$ cat src/hw/coil_driver_pkg.sv
/*
 * constants and carrier types for the coil driver register bank.
 * assumes a 25 MHz system clock and a two-wire serial host.
 */
package coil_driver_pkg;
    // register offsets
    localparam logic [7:0] ADDR_MAKER_PART = 8'h00;
    localparam logic [7:0] ADDR_REVISION = 8'h01;
    localparam logic [7:0] ADDR_SYSTEM_CONTROL = 8'h02;
    localparam logic [7:0] ADDR_CURRENT_HIGH = 8'h03;
    localparam logic [7:0] ADDR_CURRENT_LOW = 8'h04;
    localparam logic [7:0] ADDR_FAULT_STATUS = 8'h05;
    localparam logic [7:0] ADDR_DRIVE_MODE = 8'h06;
    localparam logic [7:0] ADDR_SHAPER_CUTOFF = 8'h07;
    localparam logic [7:0] ADDR_EDGE_RATE_LOOP = 8'h08;
    // field positions
    localparam int SOFT_CLEAR_BIT = 0;
    localparam int SHAPER_EN_BIT = 1;
    localparam int TRIP_BIT = 0;
    localparam int OPEN_BIT = 2;
    localparam int SHORT_BIT = 3;
    localparam int HEAT_BIT = 4;
    localparam int SELF_CHECK_BIT = 5;
    // writable bit masks; everything else reads zero
    localparam logic [7:0] MASK_CONTROL = 8'h03;
    localparam logic [7:0] MASK_CURRENT_HIGH = 8'h03;
    localparam logic [7:0] MASK_MODE = 8'hde;
    localparam logic [7:0] MASK_EDGE_RATE = 8'h3f;
    localparam logic [7:0] RESET_VALUE = 8'h00;
    // timing
    localparam int CLOCK_HZ = 25000000;
    localparam int SETTLE_US = 1000;
    localparam int RETRY_MS = 100;
    localparam int SETTLE_CYCLES = CLOCK_HZ / 1000000 * SETTLE_US;
    localparam int RETRY_CYCLES = CLOCK_HZ / 1000 * RETRY_MS;

    // analog fault detector levels
    typedef struct packed {
        logic bridged;
        logic load_missing;
        logic overcurrent;
        logic overheat;
    } fault_in_s;

    // configuration handed to the analog and shaper side
    typedef struct packed {
        logic ringing_shaper_enable;
        logic [1:0] shaper_octave;
        logic [5:0] shaper_divisor;
        logic auto_restart;
        logic spread_spectrum;
        logic [2:0] switching_rate_select;
        logic linear_output;
        logic [1:0] loop_zero_select;
        logic edge_rate_limit_enable;
        logic [2:0] edge_rate_select;
    } drive_cfg_s;
endpackage

$ cat src/hw/coil_driver_regs_self_check_enable.sv
/*
 * register bank, two-wire serial slave, diagnostic and overcurrent logic
 * of the coil driver. assumes scl and sda arrive from pins (synchronised
 * here), an external open-drain buffer, and analog fault detector levels.
 */
`timescale 1ns/1ns
module coil_driver_regs_self_check_enable #(
    parameter logic [6:0] DEVICE_ADDR = 7'h1c, // arbitrary bus address
    parameter logic [3:0] MAKER_CODE = 4'h9, // arbitrary value
    parameter logic [3:0] PART_CODE = 4'h5, // arbitrary value
    parameter logic [3:0] REVISION_CODE = 4'h3, // arbitrary value
    parameter int SETTLE_CYCLES = coil_driver_pkg::SETTLE_CYCLES,
    parameter int RETRY_CYCLES = coil_driver_pkg::RETRY_CYCLES
) (
    input wire logic clock,
    input wire logic sys_rst,
    input wire logic scl_in,
    input wire logic sda_in,
    output logic sda_out,
    output logic sda_oe,
    input wire coil_driver_pkg::fault_in_s fault_in,
    output logic [9:0] drive_code_out,
    output logic test_current_active,
    output logic stage_off,
    output logic standby,
    output coil_driver_pkg::drive_cfg_s cfg_out
);
    typedef enum {S_IDLE, S_ADDR, S_ADDR_ACK, S_PTR, S_PTR_ACK, S_WR, S_WR_ACK, S_RD, S_RD_ACK} link_e;

    // two-flop synchronisers for pins and fault levels
    logic [5:0] meta_reg, sync_reg;
    logic scl_prev_reg, sda_prev_reg;
    always_ff @(posedge clock) begin
        meta_reg <= {scl_in, sda_in, fault_in};
        sync_reg <= meta_reg;
        scl_prev_reg <= sync_reg[5];
        sda_prev_reg <= sync_reg[4];
    end
    wire scl_s = sync_reg[5];
    wire sda_s = sync_reg[4];
    wire bridged_s = sync_reg[3];
    wire missing_s = sync_reg[2];
    wire overcur_s = sync_reg[1];
    wire overheat_s = sync_reg[0];
    wire scl_rise = scl_s & ~scl_prev_reg;
    wire scl_fall = ~scl_s & scl_prev_reg;
    wire start_seen = scl_s & scl_prev_reg & ~sda_s & sda_prev_reg;
    wire stop_seen = scl_s & scl_prev_reg & sda_s & ~sda_prev_reg;

    // serial slave state
    link_e link_reg;
    logic [3:0] bit_reg;
    logic [7:0] shift_reg, ptr_reg, rd_byte_reg, wr_data_reg;
    logic rw_reg, wr_strobe_reg, sda_oe_reg, high_seen_reg;
    logic [7:0] read_word;

    // register storage
    logic [1:0] control_reg, current_high_reg;
    logic [7:0] current_low_reg, mode_reg, shaper_reg;
    logic [5:0] edge_rate_reg;
    logic [9:0] committed_reg;
    logic self_check_reg, bridged_reg, missing_reg, trip_reg, heat_reg;
    logic [21:0] settle_reg, retry_reg;

    wire wr_control = wr_strobe_reg && ptr_reg == coil_driver_pkg::ADDR_SYSTEM_CONTROL;
    wire wr_high = wr_strobe_reg && ptr_reg == coil_driver_pkg::ADDR_CURRENT_HIGH;
    wire wr_low = wr_strobe_reg && ptr_reg == coil_driver_pkg::ADDR_CURRENT_LOW;
    wire wr_status = wr_strobe_reg && ptr_reg == coil_driver_pkg::ADDR_FAULT_STATUS;
    wire wr_mode = wr_strobe_reg && ptr_reg == coil_driver_pkg::ADDR_DRIVE_MODE;
    wire wr_shaper = wr_strobe_reg && ptr_reg == coil_driver_pkg::ADDR_SHAPER_CUTOFF;
    wire wr_edge = wr_strobe_reg && ptr_reg == coil_driver_pkg::ADDR_EDGE_RATE_LOOP;
    wire soft_clear_now = wr_control && wr_data_reg[coil_driver_pkg::SOFT_CLEAR_BIT];
    wire commit_now = wr_low && high_seen_reg;
    wire in_standby = committed_reg == 10'h000;
    wire settled = settle_reg == 22'(SETTLE_CYCLES);
    wire retry_due = retry_reg == 22'(RETRY_CYCLES);

    // read view; don't-care and reserved bits return zero
    always_comb begin
        case (ptr_reg)
            coil_driver_pkg::ADDR_MAKER_PART: read_word = {MAKER_CODE, PART_CODE};
            coil_driver_pkg::ADDR_REVISION: read_word = {4'h0, REVISION_CODE};
            coil_driver_pkg::ADDR_SYSTEM_CONTROL: read_word = {6'h00, control_reg};
            coil_driver_pkg::ADDR_CURRENT_HIGH: read_word = {6'h00, current_high_reg};
            coil_driver_pkg::ADDR_CURRENT_LOW: read_word = current_low_reg;
            coil_driver_pkg::ADDR_FAULT_STATUS:
                read_word = {2'h0, self_check_reg, heat_reg, bridged_reg, missing_reg, 1'b0, trip_reg};
            coil_driver_pkg::ADDR_DRIVE_MODE: read_word = mode_reg;
            coil_driver_pkg::ADDR_SHAPER_CUTOFF: read_word = shaper_reg;
            coil_driver_pkg::ADDR_EDGE_RATE_LOOP: read_word = {2'h0, edge_rate_reg};
            default: read_word = 8'h00;
        endcase
    end

    // serial slave: sample at scl rise, drive sda after scl fall
    always_ff @(posedge clock) begin
        wr_strobe_reg <= 1'b0;
        if (sys_rst) begin
            link_reg <= S_IDLE;
            bit_reg <= 4'h0;
            shift_reg <= 8'h00;
            ptr_reg <= 8'h00;
            rd_byte_reg <= 8'h00;
            wr_data_reg <= 8'h00;
            rw_reg <= 1'b0;
            sda_oe_reg <= 1'b0;
            high_seen_reg <= 1'b0;
        end else if (start_seen) begin
            link_reg <= S_ADDR;
            bit_reg <= 4'h0;
            sda_oe_reg <= 1'b0;
            high_seen_reg <= 1'b0;
        end else if (stop_seen) begin
            link_reg <= S_IDLE;
            sda_oe_reg <= 1'b0;
            high_seen_reg <= 1'b0;
        end else begin
            if (wr_high) begin
                high_seen_reg <= 1'b1;
            end
            case (link_reg)
                S_ADDR, S_PTR, S_WR: begin
                    if (scl_rise) begin
                        shift_reg <= {shift_reg[6:0], sda_s};
                        bit_reg <= bit_reg + 4'h1;
                    end else if (scl_fall && bit_reg == 4'h8) begin
                        sda_oe_reg <= 1'b1;
                        if (link_reg == S_ADDR) begin
                            rw_reg <= shift_reg[0];
                            link_reg <= S_ADDR_ACK;
                            if (shift_reg[7:1] != DEVICE_ADDR) begin
                                sda_oe_reg <= 1'b0;
                                link_reg <= S_IDLE;
                            end
                        end else if (link_reg == S_PTR) begin
                            ptr_reg <= shift_reg;
                            link_reg <= S_PTR_ACK;
                        end else begin
                            wr_data_reg <= shift_reg;
                            wr_strobe_reg <= 1'b1;
                            link_reg <= S_WR_ACK;
                        end
                    end
                end
                S_ADDR_ACK, S_PTR_ACK, S_WR_ACK: begin
                    if (scl_fall) begin
                        bit_reg <= 4'h0;
                        sda_oe_reg <= 1'b0;
                        if (link_reg == S_WR_ACK) begin
                            ptr_reg <= ptr_reg + 8'h01;
                        end
                        link_reg <= (link_reg == S_ADDR_ACK) ? S_PTR : S_WR;
                        if (link_reg == S_ADDR_ACK && rw_reg) begin
                            rd_byte_reg <= read_word;
                            sda_oe_reg <= ~read_word[7];
                            link_reg <= S_RD;
                        end
                    end
                end
                S_RD: begin
                    if (scl_rise) begin
                        bit_reg <= bit_reg + 4'h1;
                        rd_byte_reg <= {rd_byte_reg[6:0], 1'b0};
                    end else if (scl_fall) begin
                        sda_oe_reg <= (bit_reg == 4'h8) ? 1'b0 : ~rd_byte_reg[7];
                        if (bit_reg == 4'h8) begin
                            link_reg <= S_RD_ACK;
                        end
                    end
                end
                S_RD_ACK: begin
                    if (scl_rise) begin
                        if (sda_s) begin
                            link_reg <= S_IDLE; // host nack ends the read
                        end else begin
                            ptr_reg <= ptr_reg + 8'h01;
                            bit_reg <= 4'h0;
                        end
                    end else if (scl_fall) begin
                        rd_byte_reg <= read_word;
                        sda_oe_reg <= ~read_word[7];
                        link_reg <= S_RD;
                    end
                end
                default: link_reg <= S_IDLE;
            endcase
        end
    end

    // register writes; soft clear returns all but its own bit to zero
    always_ff @(posedge clock) begin
        if (sys_rst || soft_clear_now) begin
            control_reg <= {1'b0, !sys_rst};
            current_high_reg <= 2'h0;
            current_low_reg <= coil_driver_pkg::RESET_VALUE;
            committed_reg <= 10'h000;
            self_check_reg <= 1'b0;
            mode_reg <= coil_driver_pkg::RESET_VALUE;
            shaper_reg <= coil_driver_pkg::RESET_VALUE;
            edge_rate_reg <= 6'h00;
        end else begin
            if (wr_control) begin
                control_reg <= wr_data_reg[1:0] & coil_driver_pkg::MASK_CONTROL[1:0];
            end
            if (wr_high) begin
                current_high_reg <= wr_data_reg[1:0];
            end
            if (wr_low) begin
                current_low_reg <= wr_data_reg;
            end
            if (commit_now) begin
                committed_reg <= {current_high_reg, wr_data_reg};
            end
            if (wr_status) begin
                self_check_reg <= wr_data_reg[coil_driver_pkg::SELF_CHECK_BIT];
            end
            if (wr_mode) begin
                mode_reg <= wr_data_reg & coil_driver_pkg::MASK_MODE;
            end
            if (wr_shaper) begin
                shaper_reg <= wr_data_reg;
            end
            if (wr_edge) begin
                edge_rate_reg <= wr_data_reg[5:0];
            end
        end
    end

    // diagnostic settle timer and fault flags
    always_ff @(posedge clock) begin
        if (sys_rst || !self_check_reg) begin
            settle_reg <= 22'h000000;
        end else if (!settled) begin
            settle_reg <= settle_reg + 22'h000001;
        end
        bridged_reg <= !sys_rst && self_check_reg && settled && bridged_s;
        missing_reg <= !sys_rst && self_check_reg && settled && missing_s;
        heat_reg <= !sys_rst && overheat_s;
    end

    // overcurrent trip with optional timed retry; standby releases it
    always_ff @(posedge clock) begin
        if (sys_rst || !trip_reg || retry_due) begin
            retry_reg <= 22'h000000;
        end else if (mode_reg[7]) begin
            retry_reg <= retry_reg + 22'h000001;
        end
        if (sys_rst || soft_clear_now) begin
            trip_reg <= 1'b0;
        end else if (overcur_s && !in_standby) begin
            trip_reg <= 1'b1;
        end else if (in_standby || (retry_due && mode_reg[7])) begin
            trip_reg <= 1'b0;
        end
    end

    // registered outputs
    always_ff @(posedge clock) begin
        if (sys_rst) begin
            sda_out <= 1'b0;
            sda_oe <= 1'b0;
            drive_code_out <= 10'h000;
            test_current_active <= 1'b0;
            stage_off <= 1'b0;
            standby <= 1'b1;
            cfg_out <= '0;
        end else begin
            sda_out <= 1'b0;
            sda_oe <= sda_oe_reg;
            drive_code_out <= self_check_reg ? 10'h000 : committed_reg;
            test_current_active <= self_check_reg;
            stage_off <= trip_reg || heat_reg;
            standby <= in_standby && !self_check_reg;
            cfg_out <= {control_reg[coil_driver_pkg::SHAPER_EN_BIT], shaper_reg, mode_reg[7:6],
                        mode_reg[4:1], edge_rate_reg};
        end
    end
endmodule // coil_driver_regs_self_check_enable

$ cat config.mk
export PLATFORM = sky130hd
export DESIGN_NAME = coil_driver_regs_self_check_enable
export DESIGN_NICKNAME = d
export VERILOG_FILES = /design/src/hw/coil_driver_pkg.sv /design/src/hw/coil_driver_regs_self_check_enable.sv
export SDC_FILE = /design/constraint.sdc
export NUM_CORES = 1
export LEC_CHECK = 0
export BUFFER_PORTS_ARGS = -buffer_cell sky130_fd_sc_hd__buf_2
export CAP_MARGIN = 25
export CORE_ASPECT_RATIO = 1.4
export CORE_UTILIZATION = 61
export DETAILED_ROUTE_END_ITERATION = 7
export GPL_TIMING_DRIVEN = 0
export HOLD_SLACK_MARGIN = 0.02
export PLACE_DENSITY = 0.8
export SLEW_MARGIN = 30
export SYNTH_ARGS = -nofsm -noshare
export SYNTH_HDL_FRONTEND = slang
export SYNTH_SLANG_ARGS = --single-unit
$ cat constraint.sdc
create_clock -name clock -period 2.8 [get_ports clock]
set_input_delay 0.42 -clock clock [delete_from_list [all_inputs] [get_ports clock]]
set_output_delay 0.42 -clock clock [all_outputs]
set_load 0.005 [all_outputs]
[Word level (Yosys, flattened, before mapping)]
Index checks and enable logic that the tools add are counted.
Operators by class
  equality and inequality tests: 50
  mux-type cells: 55
  $add $sub $neg: 4
  reductions and logical operators: 53
  bitwise operators: 20
Operator list (count)
  32-bit two-way mux: 10
  32-bit by 3-bit == test with 1-bit output, second input constant: 6
  32-bit one-hot mux with 4 select lines: 1
  8-bit two-way mux: 13
  32-bit by 2-bit == test with 1-bit output, second input constant: 3
  8-bit one-hot mux with 9 select lines: 1
  32-bit by 4-bit == test with 1-bit output, second input constant: 2
  8-bit one-hot mux with 3 select lines: 2
  22-bit by 1-bit adder with 22-bit output, second input constant: 2
  32-bit by 1-bit == test with 1-bit output, second input constant: 1
  8-bit by 3-bit == test with 1-bit output, second input constant: 4
  8-bit AND reduction: 4
  2-bit inequality test, second input constant: 15
  4-bit inequality test, second input constant: 6
  22-bit by 15-bit == test with 1-bit output, second input constant: 1
  22-bit == test, second input constant: 1
  1-bit logical AND: 19
  1-bit two-way mux: 18
  8-bit by 2-bit == test with 1-bit output, second input constant: 2
  4-bit two-way mux: 4
  1-bit NOT: 13
  4-bit one-hot mux with 3 select lines: 1
  6-bit AND reduction: 2
  11-bit AND reduction: 1
  other kinds (26): 50
Word-level totals
  output and inout port bits: 36
  input bits: 8
  register bits: 212
  logic and storage cells: 227

[Longest topological paths before layout]
Gate-level depths: netlist of the first run.
  depth in word-level cells: 8
  mapped depth: 9
  mapped depth without buffers: 7

[Worst setup path after synthesis of the first run]
Ideal clock, no wire load.
  path kind: register -> register
  start: reg scl_prev_reg
  end: reg ptr_reg[0]
  buffers on the path: 2
  path slack: 0.661 ns
  library setup time: 0.074 ns
  clock period less this slack: 2.139 ns
  data arrival time: 2.065 ns
  data required time: 2.726 ns
  stages on the path, launching flop included: 10
  cells stage by stage: dfxtp_1 inv_1 ha_1 clkbuf_1 nand2b_1 nor4_1 a211oi_1 clkbuf_1 or4_1 a31oi_1
On the way
  longest elaborated chain between the ends: 5
  elaborated cells between the ends (all ways): 16
  those cells by class: 4 x eq/ne; 10 x bitwise; 2 x reduce/logical
Ends and longest elaborated chain
  start: declaration: line coil_driver_regs_self_check_enable.sv:32  | logic scl_prev_reg, sda_prev_reg;
  start signal: assignment: line coil_driver_regs_self_check_enable.sv:36  | scl_prev_reg <= sync_reg[5];
  1-bit AND: line coil_driver_regs_self_check_enable.sv:47, coil_driver_regs_self_check_enable.sv:48
  1-bit AND, on equally long branches (2 in series): line coil_driver_regs_self_check_enable.sv:47, coil_driver_regs_self_check_enable.sv:48
  1-bit NOT (no source line)
  11-bit AND reduction (no source line) (*)
  end signal: assignment: line coil_driver_regs_self_check_enable.sv:136  | ptr_reg <= shift_reg;
  end signal: assignment: line coil_driver_regs_self_check_enable.sv:150  | ptr_reg <= ptr_reg + 8'h01;
  end signal: assignment: line coil_driver_regs_self_check_enable.sv:176  | ptr_reg <= ptr_reg + 8'h01;
  end: declaration: line coil_driver_regs_self_check_enable.sv:53  | logic [7:0] shift_reg, ptr_reg, rd_byte_reg, wr_data_reg;
Every way passes the cells marked *; elsewhere a longest branch is shown, timed or not.
A chain may end at the register's enable or synchronous reset.

[Final worst setup path of the first run]
Ends and elaborated chain as after synthesis.

==> summary.md, run 1 <==
| Metric | Value |
|---|---|
| Worst hold slack | `0.0859 ns` |
| Hold Path Sink | `meta_reg[3]$_DFF_P_` |
| CP max FO | `10` |
| Gate Count Post-Synth | `885` |
| CP endpoint kind | `flip-flop` |
| Final Hold Viols | `0` |
| Sequential area share after synthesis | `46.7%` |
| Worst vdd ir | `355 uV` |
| Run status | `finished, violations left` |
| RSZ-0062 raised after global routing | `false` |
| Area Overhead vs Synth | `12.3%` |
| Failing checks | `design-rule violations` |
| Final setup viols | `0` |
| Avg Inst Size Synth | `8.93 um2` |
| GRT Total Usage | `28.9%` |
| Core ar. | `0.0125 mm2` |
| CTS max path bufs | `2` |
| DR pass1 iterations | `8` |
| Reg2Reg Depth | `9` |
| GP Congestion | `0.920` |
| Pre-CTS WS | `0.326 ns` |
| Die Y | `137 um` |
| Hold-fix buffers, CTS | `0` |
| Dpl hpwl | `13200 um` |
| Core Rows | `48` |
| Setup bufs post-CTS | `0` |
| Post-route clock period utilization | `90.3%` |
| Post-synth net total | `906` |
| Layout fillers | `984` |
| IO buf count | `42` |
| Synth warn | `0` |
| Worst path arrival time | `2.89 ns` |
| Final wirelength | `18800 um` |
| Rel. slew slack | `50.1%` |
| Share of cells above drive strength 1 | `11.5%` |
| Clock Skew | `0.00757 ns` |
| Final worst-path setup slack | `0.271 ns` |
| Tmin final | `2.53 ns` |
| Post-synthesis cell area | `0.00790 mm2` |
| CTS tree | `yes` |
| Hold Path Depth | `1` |
| Vias in the first global route | `6365` |
| Setup TNS | `0 ns` |
| WL per Instance | `16.9 um` |
| Initial Util | `63.3%` |
| # diodes | `0` |
| Worst hold path startpoint | `fault_in[3]` |
| Chip width | `98.2 um` |
| Pin slew with the least headroom to its limit | `0.748 ns` |
| Main synth FF type | `dfxtp_1` |
| Share of the synthesized area in the top cell type | `46.4%` |
| R2r startpoint | `scl_prev_reg$_DFF_P_` |
| Min-delay worst type | `in -> reg` |
| R2R Path End | `ptr_reg[0]$_SDFFE_PP0P_` |
| Cell taking the most area after synthesis | `dfxtp_1` |
| Vias | `6702` |
| Post-CTS Resized | `0` |
| Leak | `3.34 nW` |
| Max-slew violation count | `0` |
| Max Cap Viol | `0` |
| Clock sinks | `184` |
| DR DRC count | `4` |
| Worst R2R Setup Slack | `0.27 ns` |
| WP data required | `3.16 ns` |
| Largest net degree at the start of global routing | `19` |
| Routed vias/inst | `6.04` |
| Top Ports | `44` |
| Post-synth EDFFs | `1` |
| Initial drt markers | `463` |
| Post-DRT Antenna Nets | `0` |
| First-pass GRT wire length | `30700 um` |
| Yosys reg bits | `184` |
| Gr ovfl total | `0` |
| PwrDens | `641 mW/mm2` |
| Initial antenna violation count | `0` |
| FMAX | `395 MHz` |
| Post-synthesis async set-or-reset flop share | `0%` |
| DIE AREA | `0.0134 mm2` |
| Core Util, Final | `71.1%` |
| Startpoint types | `flip-flop` |
| Count of unique library cells instantiated by Yosys | `74` |
| H-Tree Depth | `4` |
| Final nets | `967` |
| Root Buffer | `clkbuf_16` |
| Cts bufs inserted | `17` |
| CP Class | `reg -> reg` |
| Worst-Skew Late Latency | `0.43 ns` |
| Clock-pin slew on the worst setup and hold paths | `0.07 ns` |
| Largest cells by area after synthesis | `dfxtp_1 (46%), nor2_1 (5.1%), mux2i_1 (5.1%), nand2_1 (3.6%), nand3_1 (3.0%)` |
-- cells by family (layout without fill, tap and decap cells) --
group	after synthesis	after routing	synth area share, %
compound gates	143	143	12.7
xor+xnor	38	38	4.21
fa+ha+maj	13	13	2.06
buf+inv	84	158	4.48
flops	184	184	46.7
mux	41	41	5.21
other cells	1	1	0.0474
simple gates	381	381	24.5
-- how the worst max path moves through the flow --
stage                    startpoint  slack [ns]                      end  cells after the start
3_5_place_dp   scl_prev_reg$_DFF_P_        0.33  ptr_reg[0]$_SDFFE_PP0P_                      9
3_3_place_gp   scl_prev_reg$_DFF_P_        0.37  ptr_reg[0]$_SDFFE_PP0P_                      9
5_1_grt        scl_prev_reg$_DFF_P_        0.09  ptr_reg[0]$_SDFFE_PP0P_                      9
6_report       scl_prev_reg$_DFF_P_        0.27  ptr_reg[0]$_SDFFE_PP0P_                      9
2_1_floorplan  scl_prev_reg$_DFF_P_        0.66  ptr_reg[0]$_SDFFE_PP0P_                      9
4_1_cts        scl_prev_reg$_DFF_P_        0.30  ptr_reg[0]$_SDFFE_PP0P_                      9
-- layer usage --
metal,global-route usage [%],vias up,part of all wire (%)
met3,5.41,65,5.4
li1,-,3227,-
met2,52.7,245,52
met4,15.4,0,3.6
met1,31.7,3165,39
met5,0,-,0
-- metrics by stage --
stage | cells | cell area [um2] | total power, mW
2_1_floorplan | 885 | 7900 | 3.29
3_5_place_dp | 1077 | 8300 | 3.47
5_1_grt | 1109 | 8880 | 5.91
4_1_cts | 1109 | 8870 | 5.70
3_3_place_gp | 1077 | 8300 | 3.47
6_report | 1109 | 8880 | 5.69
-- where the power goes --
part / total [mW] / switching, mW / internal, mW
Sequential: 2.69 / 0.0259 / 2.66
Combinational: 0.741 / 0.478 / 0.263
Clock: 2.27 / 1.09 / 1.18
Total: 5.69 / 1.60 / 4.10
-- cells in the final DEF, fill, tap and decap left out, drive strengths merged, types with 4 or more instances in the layout --
cell type	instances
dfxtp	183
nor2	109
nand2	75
buf	63
clkbuf	53
nand3	48
a21oi	46
mux2i	40
inv	34
nor2b	28
xor2	21
o21ai	20
nand4	18
xnor2	17
nor3	17
and2	14
nor4	14
ha	13
nand2b	11
a22oi	9
and3	8
a211oi	8
or3	7
nor4b	6
nor3b	6
and4	6
a222oi	6
a311oi	5
a31oi	5
o32ai	4
o311ai	4
o31ai	4
clkinvlp	4
a2111oi	4
or4	4
clkinv	4
-- synthesized netlist by cell type (6+ instances only) --
cell and count:
nand4_1 18, clkbuf_1 35, nor3b_1 6, or3_1 7, ha_1 13, and3_1 8
o21ai_0 19, a22oi_1 9, mux2i_1 40, a211oi_1 8, and4_1 6, xnor2_1 17
a21oi_1 46, nand3_1 48, xor2_1 21, nor4b_1 6, nor4_1 13, inv_1 28
and2_1 13, nand2_1 75, nor2b_1 28, dfxtp_1 183, nor3_1 16, nand2b_1 11
a222oi_1 6, nor2_1 108, buf_2 16
-- area by class of cell --
class	count	area, um2	share of cell area [%]
multi-input cells	617	3870	43.6
inverters	28	105	1.18
clock inverters	14	136	1.54
flip-flops and latches	184	3690	41.6
well taps	150	188	2.11
plain buffers	56	249	2.80
repair buffers	42	210	2.37
clock buffers	18	429	4.83
-- critical path: stages, from the launching register on --
cell	delay [ns]
dfxtp_1	0.36
inv_1	0.05
ha_1	0.16
clkbuf_1	0.21
nand2b_1	0.29
nor4_1	0.30
a211oi_1	0.11
clkbuf_1	0.26
or4_1	0.55
a31oi_1	0.16
Note: power is estimated with default switching activity, not from simulation.
==> inputs of run 2 (changes only) <==
- BUFFER_PORTS_ARGS: -buffer_cell sky130_fd_sc_hd__buf_2 -> -buffer_cell sky130_fd_sc_hd__buf_4
==> run 2 against run 1 <==
Compared with the run above: the run still ends with design-rule violations left; core utilization increased by 1.2 points; final area increased by 1.7%; first-iteration DRC count increased by 11%; wire length increased by 2.0%; power increased by 3.2%; clock skew increased by 0.0051 ns; clock-buffer cell count unchanged; register-to-register slack about the same.
==> summary.md, run 2 (same netlist as run 1, synthesis figures left out) <==
| Metric | Value |
|---|---|
| Initial Util | `63.3% (unchanged)` |
| Root Buffer | `clkbuf_16` |
| First-pass GRT wire length | `31200 um (+1.5%)` |
| CP max FO | `10 (unchanged)` |
| Worst hold slack | `0.0858 ns (-0.000123 ns)` |
| Cts bufs inserted | `17 (unchanged)` |
| Clock Skew | `0.0126 ns (+0.00505 ns)` |
| Top Ports | `44 (unchanged)` |
| Crit path from | `ptr_reg[0]$_SDFFE_PP0P_` |
| Max Cap Viol | `0 (unchanged)` |
| Clock sinks | `184 (unchanged)` |
| Setup TNS | `0 ns (unchanged)` |
| GRT Total Usage | `29.4% (+0.52 points)` |
| Share of cells above drive strength 1 | `11.5% (unchanged)` |
| Largest net degree at the start of global routing | `19 (unchanged)` |
| H-Tree Depth | `4 (unchanged)` |
| Vias in the first global route | `6468 (+1.6%)` |
| Final nets | `967 (unchanged)` |
| Die Y | `137 um (unchanged)` |
| Worst-Skew Late Latency | `0.43 ns (about the same)` |
| Routed vias/inst | `6.05 (about the same)` |
| R2r startpoint | `ptr_reg[0]$_SDFFE_PP0P_` |
| RSZ-0062 raised after global routing | `false` |
| Vias | `6704 (+0.030%)` |
| Chip width | `98.2 um (unchanged)` |
| Tmin final | `2.53 ns (+0.00143 ns)` |
| Initial antenna violation count | `0 (unchanged)` |
| Area Overhead vs Synth | `14.2%` |
| WL per Instance | `17.3 um (+2.0%)` |
| Post-DRT Antenna Nets | `0 (unchanged)` |
| CTS tree | `yes` |
| Rel. slew slack | `44.4% (-5.7 points)` |
| CP Class | `reg -> reg` |
| Clock-pin slew on the worst setup and hold paths | `0.07 ns (about the same)` |
| Final Hold Viols | `0 (unchanged)` |
| Most frequent cells in the layout | `dfxtp_1 (183), nor2_1 (108), nand2_1 (75)` |
| Min-delay worst type | `in -> reg` |
| Multi-input logic area | `0.00387 mm2 (unchanged)` |
| Most common cell after layout, fill and taps aside | `dfxtp_1` |
| Initial drt markers | `516 (+11%)` |
| GP Congestion | `0.919 (about the same)` |
| Setup bufs post-CTS | `0 (unchanged)` |
| Core Rows | `48 (unchanged)` |
| Hold-fix buffers, CTS | `0 (unchanged)` |
| Final wirelength | `19100 um (+2.0%)` |
| # diodes | `0 (unchanged)` |
| FMAX | `395 MHz (about the same)` |
| Core Util, Final | `72.3% (+1.2 points)` |
| Post-route clock period utilization | `90.4% (about the same)` |
| CTS max path bufs | `2 (unchanged)` |
| DR DRC count | `4 (unchanged)` |
| IO buf count | `42 (unchanged)` |
| Max-slew violation count | `0 (unchanged)` |
| Power Total | `5.88 mW (+3.2%)` |
| Gr ovfl total | `0 (unchanged)` |
| Worst path arrival time | `2.87 ns (-0.02 ns)` |
| Post-CTS Resized | `0 (unchanged)` |
| WP data required | `3.14 ns (-0.02 ns)` |
| Final setup viols | `0 (unchanged)` |
| Layout fillers | `985 (+0.10%)` |
| Fin cells | `1109 (unchanged)` |
| PwrDens | `651 mW/mm2 (+1.5%)` |
| Core ar. | `0.0125 mm2 (unchanged)` |
| Leak | `3.37 nW (+1.0%)` |
| Run status | `finished, violations left` |
| Startpoint types | `flip-flop` |
| Worst vdd ir | `398 uV (+12%)` |
| DR pass1 iterations | `8 (unchanged)` |
| DIE AREA | `0.0134 mm2 (unchanged)` |
| Pin slew with the least headroom to its limit | `0.826 ns (+0.0779 ns)` |
| # placed instances | `1077 (unchanged)` |
| Dpl hpwl | `13300 um (+1.0%)` |
| Sequential Area | `0.00369 mm2 (unchanged)` |
| CP endpoint kind | `flip-flop` |
| Worst hold path startpoint | `sda_in` |
| Failing checks | `design-rule violations` |
## run 2: final timing paths
kind	end	slack [ns]	cells past startpoint
worst min register to register	sync_reg[0]$_DFF_P_	0.33	0
worst min-delay path	meta_reg[4]$_DFF_P_	0.09	1
worst max register to register	rd_byte_reg[4]$_SDFFE_PP0P_	0.27	6
worst max-delay path	rd_byte_reg[4]$_SDFFE_PP0P_	0.27	6
## run 2: critical path, stage by stage, from the launching register on
cell       delay (ns)
dfxtp_1          0.45
ha_1             0.20
clkbuf_1         0.48
nor4_1           0.16
a2111oi_4        0.58
a21bo_2          0.29
a311oi_1         0.27
## run 2: final cells by class
cell class,count,share of cell area (%)
clock buffers,18,4.75
repair buffers,42,3.49
inverters,28,1.16
multi-input cells,617,42.8
flip-flops and latches,184,40.9
clock inverters,14,1.98
plain buffers,56,2.76
well taps,150,2.08
## run 2: per-layer routing
layer / global-route usage [%] / routed length [um] / vias to the layer above
li1: - / - / 3233
met2: 53.3 / 9670 / 259
met4: 16.8 / 886 / 0
met1: 32.6 / 7680 / 3145
met3: 4.85 / 897 / 67
met5: 0 / 0 / -
## run 2: stage by stage
step	cell area, um2	setup WS (ns)
finish	9030	0.270
global route	9030	0.0672
CTS	9010	0.329
detailed placement	8410	0.377
global placement	8410	0.405
floorplan	7900	0.661
## run 2: where the power goes
part	total (mW)	switching [mW]	internal, mW
Sequential	2.68	0.0250	2.66
Clock	2.45	1.09	1.36
Combinational	0.744	0.476	0.267
Total	5.88	1.59	4.28
